**src/logic/cwf_map.svh**
```systemverilog
// Offsets, field positions, reset values and timing counts of the continuous frame sender
// Notes on behaviour
// - Send one whole frame for each finished conversion, unprompted; conversions seen during a frame merge into one owed frame.
// - Indicator mode frames carry weight, tare and scale status only, no setpoint bits.
// - Setpoint mode puts setpoint condition bits into the status bytes.
// - Leading start-of-text and trailing checksum are each switched by their own setting.
// - Order: start-of-text 0x02, status bytes first, second, third, weight, tare.
// - Weight field is the displayed gross or net value, six ASCII digits, MSD first.
// - Weight field has no decimal point or sign; status bytes carry those.
// - Non-significant leading zeros of the weight go out as spaces.
// - Tare field follows as six ASCII digits without decimal point.
// - Carriage return 0x0D follows tare, then checksum only when enabled.
// - First status byte bits 2..0 give the decimal point position.
// - Same status byte meanings for standard and short continuous frames.
// - Second status byte bit 0 net, bit 1 negative.
// - Second status byte bit 2 out of range, bit 3 motion.
// - Second status byte bit 4 kilograms, bit 5 always one.
// - Standard mode: second status byte bit 6 set while zero not captured.
// - Third status byte bits 2..0 give the weight unit code.
// - Third status byte bit 3 print request, bit 4 expand, bit 5 one, bit 6 zero; setpoint mode forces bits 4 and 6 to one.
// - Characters go out as start, seven data, even parity, stop; 300 to 9600 baud; the 16-bit divisor at 125 MHz goes no lower than about 1907 baud.
// - Setpoint mode: first byte bits 3,4 report setpoint feeding, bit 6 one.
// - Setpoint mode: second byte bit 6 reports setpoint 1 out of tolerance.
`ifndef CWF_MAP_SVH
`define CWF_MAP_SVH

`define CWF_ADDR_CTRL   4'h0
`define CWF_ADDR_BAUD   4'h4
`define CWF_ADDR_STAT   4'h8
`define CWF_CTRL_RESET  4'h9
`define CWF_CHR_STX     7'h02
`define CWF_CHR_CR      7'h0d
`define CWF_CHR_SPACE   7'h20
`define CWF_IDX_CR      5'h10
`define CWF_IDX_CHK     5'h11
`define CWF_LAST_BIT    4'h9
`define CWF_CLK_HZ      125000000
`define CWF_BAUD_BPS    9600
`define CWF_BAUD_DIV    (`CWF_CLK_HZ / `CWF_BAUD_BPS)

`endif

```
**src/logic/cwf_pkg.sv**
```systemverilog
// Types shared by the continuous frame sender
package cwf_pkg;

  typedef enum logic [1:0] {CWF_IDLE, CWF_LOAD, CWF_SHIFT} cwf_fsm_t;

  // Scale readings and flags offered each conversion
  typedef struct packed {
    logic [23:0] weightBcd;
    logic [23:0] tareBcd;
    logic [2:0]  decPoint;
    logic [1:0]  incCode;
    logic        isNet;
    logic        isNeg;
    logic        outRange;
    logic        motion;
    logic        isKg;
    logic        zeroLost;
    logic [2:0]  unitCode;
    logic        printReq;
    logic        expand10;
    logic        sp1Feed;
    logic        sp2Feed;
    logic        sp1Tol;
  } cwf_meas_t;

  // Control bits: spMode bit 3, chk bit 2, stx bit 1, en bit 0
  typedef struct packed {
    logic spMode;
    logic chk;
    logic stx;
    logic en;
  } cwf_ctrl_t;

  typedef struct packed {
    cwf_fsm_t    fsm;
    logic        pending;
    cwf_meas_t   snap;
    cwf_ctrl_t   frm;
    cwf_ctrl_t   ctrl;
    logic [15:0] baudDiv;
    logic [4:0]  idx;
    logic [6:0]  sum;
    logic [9:0]  shift;
    logic [3:0]  bitCnt;
    logic [15:0] baudCnt;
    logic [15:0] frameCnt;
    logic        waitReq;
    logic [31:0] readData;
  } cwf_state_t;

endpackage : cwf_pkg

```
**src/logic/cwf_frame_tx.sv**
```systemverilog
// Continuous weight frame builder and serial character sender with Avalon-MM registers
`timescale 1ns/100ps
`include "cwf_map.svh"

module cwf_frame_tx #(
  parameter int unsigned BAUD_DIV = `CWF_BAUD_DIV
) (
  input  wire logic              sys_clk,
  input  wire logic              rst_b,
  input  wire logic              convDone,
  input  wire cwf_pkg::cwf_meas_t meas,
  input  wire logic [3:0]        avs_address,
  input  wire logic              avs_read,
  input  wire logic              avs_write,
  input  wire logic [31:0]       avs_writedata,
  input  wire logic [3:0]        avs_byteenable,
  output logic [31:0]            avs_readdata,
  output logic                   avs_waitrequest,
  output logic                   txd
);

  localparam logic [15:0] BaudDivInit = 16'(BAUD_DIV);

  cwf_pkg::cwf_state_t st_q;
  cwf_pkg::cwf_state_t st_d;
  logic [6:0]          ch;
  logic                charLoad;
  logic                bitEnd;
  logic                adcTake;
  logic                frameStart;
  logic                lastChar;

  // One digit of a six-digit field, blanked while it is a leading zero ahead of position keep
  function automatic logic [6:0] fieldChar(input logic [23:0] bcd, input logic [2:0] pos,
                                           input logic [2:0] keep);
    logic        lead;
    logic [23:0] sh;
    lead = 1'b1;
    for (int k = 0; k < 6; k++) begin
      if (3'(k) <= pos) begin
        lead = lead & (bcd[23-4*k -: 4] == 4'h0);
      end
    end
    sh = bcd >> (5'd20 - {pos, 2'b00});
    fieldChar = (lead && pos < keep) ? `CWF_CHR_SPACE : {3'b011, sh[3:0]};
  endfunction : fieldChar

  // Character at a frame position, taken from the frame's snapshot
  function automatic logic [6:0] frameChar(input logic [4:0] idx, input cwf_pkg::cwf_meas_t m,
                                           input logic sp, input logic [6:0] sum);
    logic [2:0] keep;
    keep = (m.decPoint >= 3'd3) ? 3'(3'd7 - m.decPoint) : 3'd5;
    case (idx)
      5'h00: frameChar = `CWF_CHR_STX;
      // first status byte, feeding setpoints read as zero
      5'h01: frameChar = {sp, 1'b1, sp ? {~m.sp2Feed, ~m.sp1Feed} : m.incCode, m.decPoint};
      5'h02: frameChar = {sp ? m.sp1Tol : m.zeroLost, 1'b1, m.isKg, m.motion, m.outRange,
                          m.isNeg, m.isNet};
      5'h03: frameChar = {sp, 1'b1, sp | m.expand10, m.printReq, m.unitCode};
      `CWF_IDX_CR: frameChar = `CWF_CHR_CR;
      // two's complement of the running sum
      `CWF_IDX_CHK: frameChar = 7'(7'h00 - sum);
      // weight then tare digits, MSD first
      default: frameChar = (idx < 5'd10) ? fieldChar(m.weightBcd, 3'(idx - 5'd4), keep)
                                         : fieldChar(m.tareBcd, 3'(idx - 5'd10), keep);
    endcase
  endfunction : frameChar

  // Decode helpers used by the next-state logic and the checks
  assign ch         = frameChar(st_q.idx, st_q.snap, st_q.frm.spMode, st_q.sum);
  assign charLoad   = (st_q.fsm == cwf_pkg::CWF_LOAD);
  assign bitEnd     = (16'(st_q.baudCnt + 16'd1) >= st_q.baudDiv);
  assign adcTake    = convDone && st_q.ctrl.en;
  assign frameStart = (st_q.fsm == cwf_pkg::CWF_IDLE) && (st_q.pending || adcTake);
  assign lastChar   = (st_q.idx == `CWF_IDX_CHK) || (st_q.idx == `CWF_IDX_CR && !st_q.frm.chk);

  // Next state: register slave and frame sequencer
  always_comb begin
    st_d = st_q;
    // One answer per request, one cycle after it is seen
    st_d.waitReq = 1'b1;
    if ((avs_read || avs_write) && st_q.waitReq) begin
      st_d.waitReq  = 1'b0;
      st_d.readData = 32'h0000_0000;
      if (avs_read) begin
        case (avs_address)
          `CWF_ADDR_CTRL: st_d.readData = {28'h000_0000, st_q.ctrl};
          `CWF_ADDR_BAUD: st_d.readData = {16'h0000, st_q.baudDiv};
          `CWF_ADDR_STAT: st_d.readData = {st_q.frameCnt, 14'h0000, st_q.pending,
                                           st_q.fsm != cwf_pkg::CWF_IDLE};
          default:        st_d.readData = 32'h0000_0000;
        endcase
      end else if (avs_address == `CWF_ADDR_CTRL) begin
        if (avs_byteenable[0]) st_d.ctrl = avs_writedata[3:0];
      end else if (avs_address == `CWF_ADDR_BAUD) begin
        if (avs_byteenable[0]) st_d.baudDiv[7:0] = avs_writedata[7:0];
        if (avs_byteenable[1]) st_d.baudDiv[15:8] = avs_writedata[15:8];
      end
    end

    // a conversion seen while busy is owed one frame
    st_d.pending = st_q.pending | adcTake;
    unique case (st_q.fsm)
      cwf_pkg::CWF_IDLE: begin
        st_d.pending = st_q.pending & adcTake;
        if (frameStart) begin
          // mode and options frozen for the frame
          st_d.snap = meas;
          st_d.frm  = st_q.ctrl;
          st_d.idx  = st_q.ctrl.stx ? 5'h00 : 5'h01;
          st_d.sum  = 7'h00;
          st_d.fsm  = cwf_pkg::CWF_LOAD;
        end
      end
      cwf_pkg::CWF_LOAD: begin
        // start, seven data bits, even parity, stop
        st_d.shift   = {1'b1, ^ch, ch, 1'b0};
        st_d.sum     = 7'(st_q.sum + ch);
        st_d.baudCnt = 16'h0000;
        st_d.bitCnt  = 4'h0;
        st_d.fsm     = cwf_pkg::CWF_SHIFT;
      end
      cwf_pkg::CWF_SHIFT: begin
        st_d.baudCnt = 16'(st_q.baudCnt + 16'd1);
        if (bitEnd) begin
          st_d.baudCnt = 16'h0000;
          st_d.shift   = {1'b1, st_q.shift[9:1]};
          st_d.bitCnt  = 4'(st_q.bitCnt + 4'd1);
          if (st_q.bitCnt == `CWF_LAST_BIT) begin
            // checksum follows CR only when enabled
            if (lastChar) begin
              st_d.fsm      = cwf_pkg::CWF_IDLE;
              st_d.frameCnt = 16'(st_q.frameCnt + 16'd1);
            end else begin
              st_d.idx = 5'(st_q.idx + 5'd1);
              st_d.fsm = cwf_pkg::CWF_LOAD;
            end
          end
        end
      end
    endcase
  end

  // State register
  always_ff @(posedge sys_clk or negedge rst_b) begin
    if (!rst_b) begin
      st_q         <= '0;
      st_q.shift   <= 10'h3ff;
      st_q.waitReq <= 1'b1;
      st_q.ctrl    <= `CWF_CTRL_RESET;
      st_q.baudDiv <= BaudDivInit;
    end else begin
      st_q <= st_d;
    end
  end

  // Outputs straight from the state register
  assign avs_readdata    = st_q.readData;
  assign avs_waitrequest = st_q.waitReq;
  assign txd             = st_q.shift[0];
endmodule : cwf_frame_tx

```
**config.mk**
```make
export PLATFORM = sky130hd
export DESIGN_NAME = cwf_frame_tx
export DESIGN_NICKNAME = d
export VERILOG_FILES = /design/src/logic/cwf_pkg.sv /design/src/logic/cwf_frame_tx.sv
export VERILOG_INCLUDE_DIRS = /design/src /design/src/logic
export SDC_FILE = /design/constraint.sdc
export NUM_CORES = 1
export LEC_CHECK = 0
export BUFFER_PORTS_ARGS = -buffer_cell sky130_fd_sc_hd__buf_2
export CAP_MARGIN = 20
export CORE_UTILIZATION = 58
export CTS_CLUSTER_DIAMETER = 200
export DETAILED_ROUTE_END_ITERATION = 12
export HOLD_SLACK_MARGIN = 0.03
export PLACE_DENSITY = 0.81
export SETUP_SLACK_MARGIN = 0.5
export SYNTH_ARGS = -nofsm -noshare
export SYNTH_HDL_FRONTEND = slang
export SYNTH_SLANG_ARGS = --single-unit
```
**constraint.sdc**
```tcl
create_clock -name sys_clk -period 5.74 [get_ports sys_clk]
set_input_delay 0.574 -clock sys_clk [delete_from_list [all_inputs] [get_ports sys_clk]]
set_output_delay 0.574 -clock sys_clk [all_outputs]
set_load 0.02 [all_outputs]
```
Word level (Yosys, flattened, before mapping)
Index checks and enable logic that the tools add are counted.
- $add $sub $neg: 11
- multiply operators: 0
- div/mod/pow operators: 0
- order comparisons: 17
- equal/unequal tests: 14
- shift operators: 2
- muxes and demuxes: 52
- bitwise operators: 17
- reductions and logical operators: 40
- operators by type and width (operator ; count):
    $pmux 32 s3 ; 1
    $mux 72 ; 1
    $mux 71 ; 1
    $pmux 30 s2 ; 1
    $logic_not 4->1 ; 13
    $shr 24x5->4 ; 2
    $mux 46 ; 1
    $pmux 7 s6 ; 1
    $mux 33 ; 1
    $add 16x1->16 const B ; 2
    $mux 16 ; 2
    $mux 32 ; 1
    $mux 5 ; 6
    $mux 1 ; 27
    $ge 16x16->1 ; 1
    $reduce_and 5->1 ; 3
    $pmux 7 s2 ; 1
    $le 1x3->1 const A ; 4
    $le 2x3->1 const A ; 4
    $le 3x3->1 const A ; 4
    $mux 12 ; 1
    $and 1x1->1 ; 11
    $eq 5x2->1 const B ; 2
    $eq 5x5->1 const B ; 2
    other kinds (34) ; 60
- register bits after elaboration: 185
- bits in latches: 0
- memory bits (writable): 0
- memory bits (read-only): 0
- input port bits: 112
- output and inout port bits: 34
- logic and storage cells: 189
- memories kept: 0

Longest topological paths before layout
Gate-level depths: netlist of run 1.
- depth in word-level cells: 25
- depth in mapped cells: 21
- mapped depth without buffers: 18

Worst setup path after synthesis of run 1
Ideal clock, no wire load.
- kind: register -> register
- start: register st_q[87] (netlist bit)
- end: register st_q[85] (netlist bit)
- library setup time: 0.126 ns
- data arrival time: 4.104 ns
- data required time: 5.614 ns
- slack: 1.510 ns
- stages on the path, launching flop included: 20
- period minus slack after synthesis: 4.230 ns
- cells stage by stage: dfrtp_1 buf_2 inv_1 ha_1 buf_2 inv_1 ha_1 a2111oi_0 nand4_1 a21oi_1 nor2_1 ha_1 fa_1 a21o_1 a21oi_1 o21bai_1 a21oi_1 xnor2_1 mux2i_1 a221o_1
- word-level cells in the longest chain between the ends: 25
- ends and longest elaborated chain (what ; RTL line ; text):
    start: declaration ; cwf_frame_tx.sv:24 ; cwf_pkg::cwf_state_t st_q;
    start signal: assignment ; cwf_frame_tx.sv:153 ; st_q <= st_d;
    $sub 3x2->3 or $sub 3x3->3 (tied branches) ; cwf_frame_tx.sv:65, cwf_frame_tx.sv:64 ;
    $le 1x3->1 ; cwf_frame_tx.sv:40 ; if (3'(k) <= pos) begin
    $mux 1 ; cwf_frame_tx.sv:40 ;
    $mux 1 ; cwf_frame_tx.sv:53 ; case (idx)
    $and 1x1->1 ; cwf_frame_tx.sv:41 ; lead = lead & (bcd[23-4*k -: 4] == 4'h0);
    $mux 1 ; cwf_frame_tx.sv:40 ;
    $mux 1 ; cwf_frame_tx.sv:53 ;
    $and 1x1->1 ; cwf_frame_tx.sv:41 ;
    [9 not listed] ; n/a ;
    $mux 1 ; cwf_frame_tx.sv:40 ;
    $mux 1 ; cwf_frame_tx.sv:53 ;
    $logic_and 1x1->1 ; cwf_frame_tx.sv:45 ; fieldChar = (lead && pos < keep) ? `CWF_CHR_SPACE : {3'b011, sh[3:0]};
    $mux 5 ; cwf_frame_tx.sv:45 ;
    $mux 5 ; cwf_frame_tx.sv:64 ; default: frameChar = (idx < 5'd10) ? fieldChar(m.weightBcd, 3'(idx - 5'd4), keep)
    $pmux 7 s6 (*) ; cwf_frame_tx.sv:53 ;
    $add 7x7->7 (*) ; cwf_frame_tx.sv:118 ; st_d.sum = 7'(st_q.sum + ch);
    $pmux 7 s2 (*) ; cwf_frame_tx.sv:103 ; unique case (st_q.fsm)
Every way passes the cells marked *; elsewhere a longest branch is shown, timed or not. The select of a mux whose other input is x is not followed.
A chain may end at the register's enable or synchronous reset.

Worst setup path in the final report of run 1
Ends and elaborated chain as after synthesis.

==> metrics.yaml, run 1 <==
status:
  outcome: "finished clean"
routing:
  dr.pass1.iters: 6
  routed_wl_um: 21200
  drt-wirelength-per-cell_um: 17.45
  vias: 7209
  drt_first_iter_violations: 459
  drt-vias-per-instance: 5.933
  drc: 0
  final_antenna_net_count: 0
clock_tree:
  cts_tree: "built"
  cts_buffers: 17
  hold_buffers: 0
  clockBufferDepth: 2
  cts_resized: 0
  cts_setup_buffers: 0
  cts_root_buf: "clkbuf_16"
  clk_pin_slew_ns: 0.07
  cts_htree_levels: 4
  cts.sinks: 183
  worstSkewPairLatency_ns: 0.44
logic_synthesis:
  ys.warnings.count: 0
  synth-simple-area-share: 0.09827
  synthesis.area_um2: 9881
  postSynthAreaPerCell_um2: 11.02
  synth_mux_area_frac: 0.1439
  synth_edf_count: 0
  async_reset_ff_frac: 1.000
  synthXorXnorAreaFrac: 0.04040
  synth_top_family_by_area: "multiplexers"
  syn_nets: 1053
  synthFlopType: "dfrtp_1"
  synth_fa_ha_area_frac: 0.05648
  synth_compound_area_frac: 0.1393
  ys_ff_latch: 183
  synthCells: 897
  synth.distinct_cells: 62
  synth-seq-area-share: 0.4661
sta:
  period_share: 0.8268
  skew_ns: 0.01071
  fin_tns_setup_ns: 0
  slew_headroom: 0.4762
  maxSlewViolCount: 0
  worst_slew_pin_slew_ns: 0.7828
  rsz0062_at_grt: "false"
  setup_viol: 0
  finalCriticalPeriod_ns: 4.746
  timing.final.ws_setup_ns: 0.9943
  hold_viol_final: 0
  maxClockFrequency_ghz: 0.2107
worst_setup_path:
  cpPeakStageDelay_ns: 0.56
  critical_path_class: "register to register"
  startpoint_type: "register"
  critical_path.endpoint_type: "register"
  required_ns: 6.06
  path_max_fanout: 22
  cp.arrival_ns: 5.06
  slowest_stage: "ha_1"
  crit_chain: "buf_4 -> inv_1 -> ha_1 -> inv_1 -> ha_1 -> a2111oi_0 -> nand4_1 -> a21oi_1 -> buf_4 -> nor2_1 -> ha_1 -> fa_1 -> a21o_1 -> a21oi_1 -> o21bai_1 -> a21oi_1 -> xnor2_1 -> mux2i_1 -> a221o_1"
floorplanning:
  die_x_um: 132.5
  dieArea_um2: 17560
  rows: 47
  die_h_um: 132.5
  start_util: 0.5958
  core_area_um2: 16580
  io_pins: 146
grt:
  grtUsageTotal: 0.2523
  grt_pass1_vias: 7160
  grt.overflow.total: 0
  grt_max_degree: 83
  grt_pass1_wl_um: 35400
  antenna_found_initial: 0
hold_path:
  hold_class: "input pin to asynchronous set/reset pin"
placement:
  place_worst_setup_slack_ns: 1.102
  place.gp.congestion: 0.9375
  portBuffers: 127
  dpl.hpwl_um: 14810
pwr:
  finalPower_mw: 2.984
  pwr_density_cell_nw_per_um2: 268.9
  p_leak_nw: 5.596
  vdd_ir_drop_max_uv: 204.6
layout:
  fillers: 1258
  area_growth_syn_to_layout_pct: 12.31
  drive_above_1_share: 0.2905
  antenna_cells: 0
  nets: 1138
job:
  max-cap-violations: 0
## state kept, by name, indices dropped and copies added, names as in the netlist
register         cells
avs_waitrequest      1
txd                  1
st_q               149
avs_readdata        32
## area by class of cell
| cell class | instances | area [um^2] | share of cell area |
|---|---|---|---|
| multi-input combinational | 603 | 4732 | 0.4264 |
| sequential | 183 | 4606 | 0.4150 |
| timing repair buffer | 138 | 744.5 | 0.06709 |
| clock buffer | 18 | 439.2 | 0.03958 |
| tap | 220 | 275.3 | 0.02481 |
| clock inverter | 14 | 153.9 | 0.01387 |
| inverter | 39 | 146.4 | 0.01319 |
## routing by layer
metal | vias to the layer above | part of all wire | GRT usage
li1 | 3422 | - | -
met1 | 3503 | 0.45 | 0.3402
met2 | 244 | 0.48 | 0.4067
met3 | 40 | 0.051 | 0.04981
met4 | 0 | 0.021 | 0.09004
met5 | - | 0 | 0
## stage by stage
stage                       util  std cells  instance area, um^2  hold slack [ns]
after floorplan                -        897                 9881           0.2784
after global placement    0.6317       1182                10480           0.4563
after detailed placement  0.6317       1182                10480           0.4653
after CTS                 0.6675       1214                11070          0.08926
after global routing      0.6692       1215                11100          0.09826
final                     0.6692       1215                11100          0.06838
## critical path, delay by kind of cell, from the launching register on
kind,cells,cell delay [ns]
compound gates,7,1.51
mux,1,0.11
xor+xnor,1,0.18
buf+inv,4,0.86
flops,1,0.32
simple gates,2,0.25
fa+ha+maj,4,1.40
## where the power goes
part           internal (mW)  switching, mW
clock                  0.631          0.552
combinational          0.168          0.191
sequential              1.38         0.0611
total                   2.18          0.804
## synthesized netlist by cell type (all sizes together), types with 3 or more instances
| library cell | number | area [um^2] |
|---|---|---|
| o21bai | 4 | 30.03 |
| dfstp | 21 | 551.8 |
| o21a | 3 | 22.52 |
| nand4 | 12 | 75.07 |
| dfrtp | 162 | 4054 |
| a21o | 12 | 90.09 |
| a221oi | 3 | 26.28 |
| inv | 39 | 146.4 |
| xor2 | 19 | 166.4 |
| nor3b | 5 | 37.54 |
| nand2b | 4 | 25.02 |
| o21ai | 50 | 250.2 |
| mux4 | 7 | 176.4 |
| a22oi | 7 | 52.55 |
| nand2 | 57 | 214.0 |
| a21oi | 34 | 170.2 |
| nand3b | 5 | 37.54 |
| o211ai | 5 | 37.54 |
| buf | 45 | 301.5 |
| a221o | 6 | 60.06 |
| and3 | 9 | 56.30 |
| nor2 | 32 | 120.1 |
| nor4 | 11 | 68.82 |
| a2bb2oi | 3 | 26.28 |
| a211oi | 4 | 35.03 |
| nor2b | 6 | 37.54 |
| a31oi | 7 | 43.79 |
| clkbuf | 27 | 101.4 |
| nor3 | 13 | 65.06 |
| mux2 | 91 | 1025 |
| mux2i | 22 | 220.2 |
| a22o | 41 | 359.1 |
| o22ai | 6 | 37.54 |
| ha | 43 | 538.0 |
| or3 | 5 | 31.28 |
| xnor2 | 24 | 210.2 |
| nand3 | 28 | 140.1 |
## cell families (layout without fill, tap and decap cells)
| family | count (synthesis) | after routing |
|---|---|---|
| compound gates | 200 | 200 |
| fa+ha+maj | 44 | 44 |
| mux | 120 | 120 |
| buf+inv | 111 | 209 |
| xor+xnor | 44 | 44 |
| simple gates | 195 | 195 |
| flops | 183 | 183 |
## worst paths after layout
kind,from,end,slack [ns],cells after the start
worst max-delay path,st_q[87],st_q[85],0.99,19
worst min-delay path,rst_b,avs_readdata[26],0.07,1
worst max register to register,st_q[87],st_q[85],0.99,19
worst min register to register,avs_readdata[3],avs_readdata[3],0.48,2
max in group asynchronous,rst_b,st_q[166],4.65,2
min in group sys_clk,avs_writedata[7],st_q[98],0.35,3
## layout by cell type, fill, tap and decap left out, types with 9 or more instances in the layout
cell type  instances
inv_1             39
mux2_2            91
a21o_1            12
a21oi_1           34
a22o_1            41
xnor2_1           24
buf_4             10
nand2_1           56
buf_2            126
nand3_1           28
clkbuf_16         17
nand4_1           12
dfrtp_1          162
o21ai_0           47
ha_1              43
nor2_1            32
nor3_1            13
mux2i_1           22
xor2_1            19
dfstp_2           21
and3_1             9
nor4_1            11
No activity file was read; power rests on OpenSTA's default activity.
==> run 2, diff against run 1 <==
==> constraint.sdc (replaced) <==
create_clock -name sys_clk -period 4.8 [get_ports sys_clk]
set_input_delay 0.48 -clock sys_clk [delete_from_list [all_inputs] [get_ports sys_clk]]
set_output_delay 0.48 -clock sys_clk [all_outputs]
set_load 0.02 [all_outputs]
==> metrics.yaml, run 2 (synthesized netlist as in run 1, its figures left out) <==
clock_tree:
  cts_setup_buffers: 0
  clockBufferDepth: 2
  cts_htree_levels: 4
  clk_pin_slew_ns: 0.07
  hold_buffers: 0
  cts_tree: "built"
  cts_root_buf: "clkbuf_16"
  worstSkewPairLatency_ns: 0.43
  cts_buffers: 17
  cts.sinks: 183
floorplanning:
  io_pins: 146
  rows: 47
  core_area_um2: 16580
  die_x_um: 132.5
  dieArea_um2: 17560
  start_util: 0.5958
  die_h_um: 132.5
layout:
  fin_area_um2: 11180
  largest_reg_flops: 149
  nets: 1139
  drive_above_1_share: 0.3002
  final_common_cell: "dfrtp_1"
  top_register: "st_q"
  stdcell_count: 1216
  antenna_cells: 0
  area_growth_syn_to_layout_pct: 13.17
  final_cell_mix: "dfrtp_1, buf_2, mux2_2"
worst_setup_path:
  critical_path_class: "register to register"
  cpPeakStageDelay_ns: 0.42
  path_max_fanout: 11
  slowest_stage: "fa_1"
  crit_path_frequent_cell: "a21oi_1"
  cp.arrival_ns: 4.36
  startpoint_type: "register"
  required_ns: 5.12
  critical_path.endpoint_type: "register"
  crit_chain: "inv_1 -> ha_2 -> inv_1 -> a31oi_1 -> buf_4 -> a31oi_1 -> a21oi_1 -> nor2_1 -> ha_1 -> fa_1 -> a21o_1 -> a21oi_1 -> o21bai_1 -> a21oi_1 -> xnor2_1 -> mux2i_1 -> a221o_1"
grt:
  grt_pass1_vias: 7239
  grtUsageTotal: 0.2531
  antenna_found_initial: 0
  grt_max_degree: 105
  grt_pass1_wl_um: 35490
  grt.overflow.total: 0
pwr:
  vdd_ir_drop_max_uv: 251.0
  internal_power_mw: 2.686
  p_seq_frac: 0.476
  p_leak_nw: 5.600
  pwr-share-comb: 0.118
  pwr_density_cell_nw_per_um2: 324.3
  p_clk_frac: 0.405
  switching_share: 0.2592
  p_sw_mw: 0.9397
sta:
  skew_ns: 0.01401
  maxClockFrequency_ghz: 0.2474
  fin_tns_setup_ns: 0
  slew_headroom: 0.3628
  setup_viol: 0
  maxSlewViolCount: 0
  worst_slew_pin_slew_ns: 0.9525
  whs_ns: 0.1470
  finalCriticalPeriod_ns: 4.043
  hold_viol_final: 0
  rsz0062_at_grt: "true"
  period_share: 0.8423
placement:
  dpl.hpwl_um: 14810
  portBuffers: 127
  place.gp.congestion: 0.9364
  placed_area_um2: 10490
  dp_cells: 1184
routing:
  drc: 0
  drt-vias-per-instance: 6.017
  vias: 7317
  final_antenna_net_count: 0
  routed_wl_um: 21410
  drt_first_iter_violations: 614
  drt-wirelength-per-cell_um: 17.61
  dr.pass1.iters: 5
status:
  outcome: "finished clean"
hold_path:
  hold_class: "input pin to asynchronous set/reset pin"
job:
  max-cap-violations: 0
run 2: routing by layer:
metal / vias to the layer above / wire, um / part of all wire / GRT usage
li1: 3434 / - / - / -
met1: 3558 / 9491 / 0.44 / 0.3372
met2: 284 / 10240 / 0.48 / 0.4091
met3: 41 / 1264 / 0.059 / 0.05517
met4: 0 / 418 / 0.020 / 0.09004
met5: - / 0 / 0 / 0
run 2: critical path, delay by kind of cell (launching register included):
family / cells / cell delay (ns)
compound gates: 8 / 1.47
fa+ha+maj: 3 / 1.06
buf+inv: 3 / 0.57
flops: 1 / 0.40
xor+xnor: 1 / 0.17
simple gates: 1 / 0.12
mux: 1 / 0.11
run 2: path summary, 6_finish.rpt:
kind                           from          endpoint  slack [ns]  cells after the start
min in group sys_clk       meas[37]         st_q[152]        0.27                      2
setup / recovery           st_q[87]          st_q[85]        0.76                     17
setup reg to reg           st_q[87]          st_q[85]        0.76                     17
hold reg to reg            st_q[48]          st_q[48]        0.48                      1
hold / removal                rst_b  avs_readdata[25]        0.15                      1
max in group asynchronous     rst_b         st_q[177]        3.51                      2
run 2: cell type report:
| type | instances | area [um^2] |
|---|---|---|
| Fill cell | 1229 | 5401 |
| Multi-Input combinational cell | 603 | 4795 |
| Sequential cell | 183 | 4606 |
| Timing Repair Buffer | 139 | 739.5 |
| Clock buffer | 18 | 429.2 |
| Tap cell | 220 | 275.3 |
| Clock inverter | 14 | 191.4 |
| Inverter | 39 | 146.4 |
run 2: repair_timing:
item	in CTS	in global routing
gates resized for setup	1	14
endpoints found under the setup margin	1	2
hold endpoints to repair	0	0
run 2: through the flow:
| step | power [mW] | setup slack [ns] | util |
|---|---|---|---|
| final | 3.626 | 0.7571 | 0.6743 |
| after global routing | 3.791 | 0.4224 | 0.6743 |
| after CTS | 3.655 | 0.5719 | 0.6702 |
| after detailed placement | 2.176 | 0.6115 | 0.6326 |
| after global placement | 2.157 | 0.7394 | 0.6326 |
| after floorplan | 2.019 | 0.5696 | - |
run 2: power by group through the flow:
| stage | logic (mW) | registers, mW | clock network (mW) |
|---|---|---|---|
| floorplan | 0.282 | 1.74 | 0 |
| global route | 0.493 | 1.74 | 1.56 |
| global placement | 0.407 | 1.75 | 0 |
| CTS | 0.434 | 1.73 | 1.50 |
| detailed placement | 0.422 | 1.75 | 0 |
| finish | 0.429 | 1.73 | 1.47 |
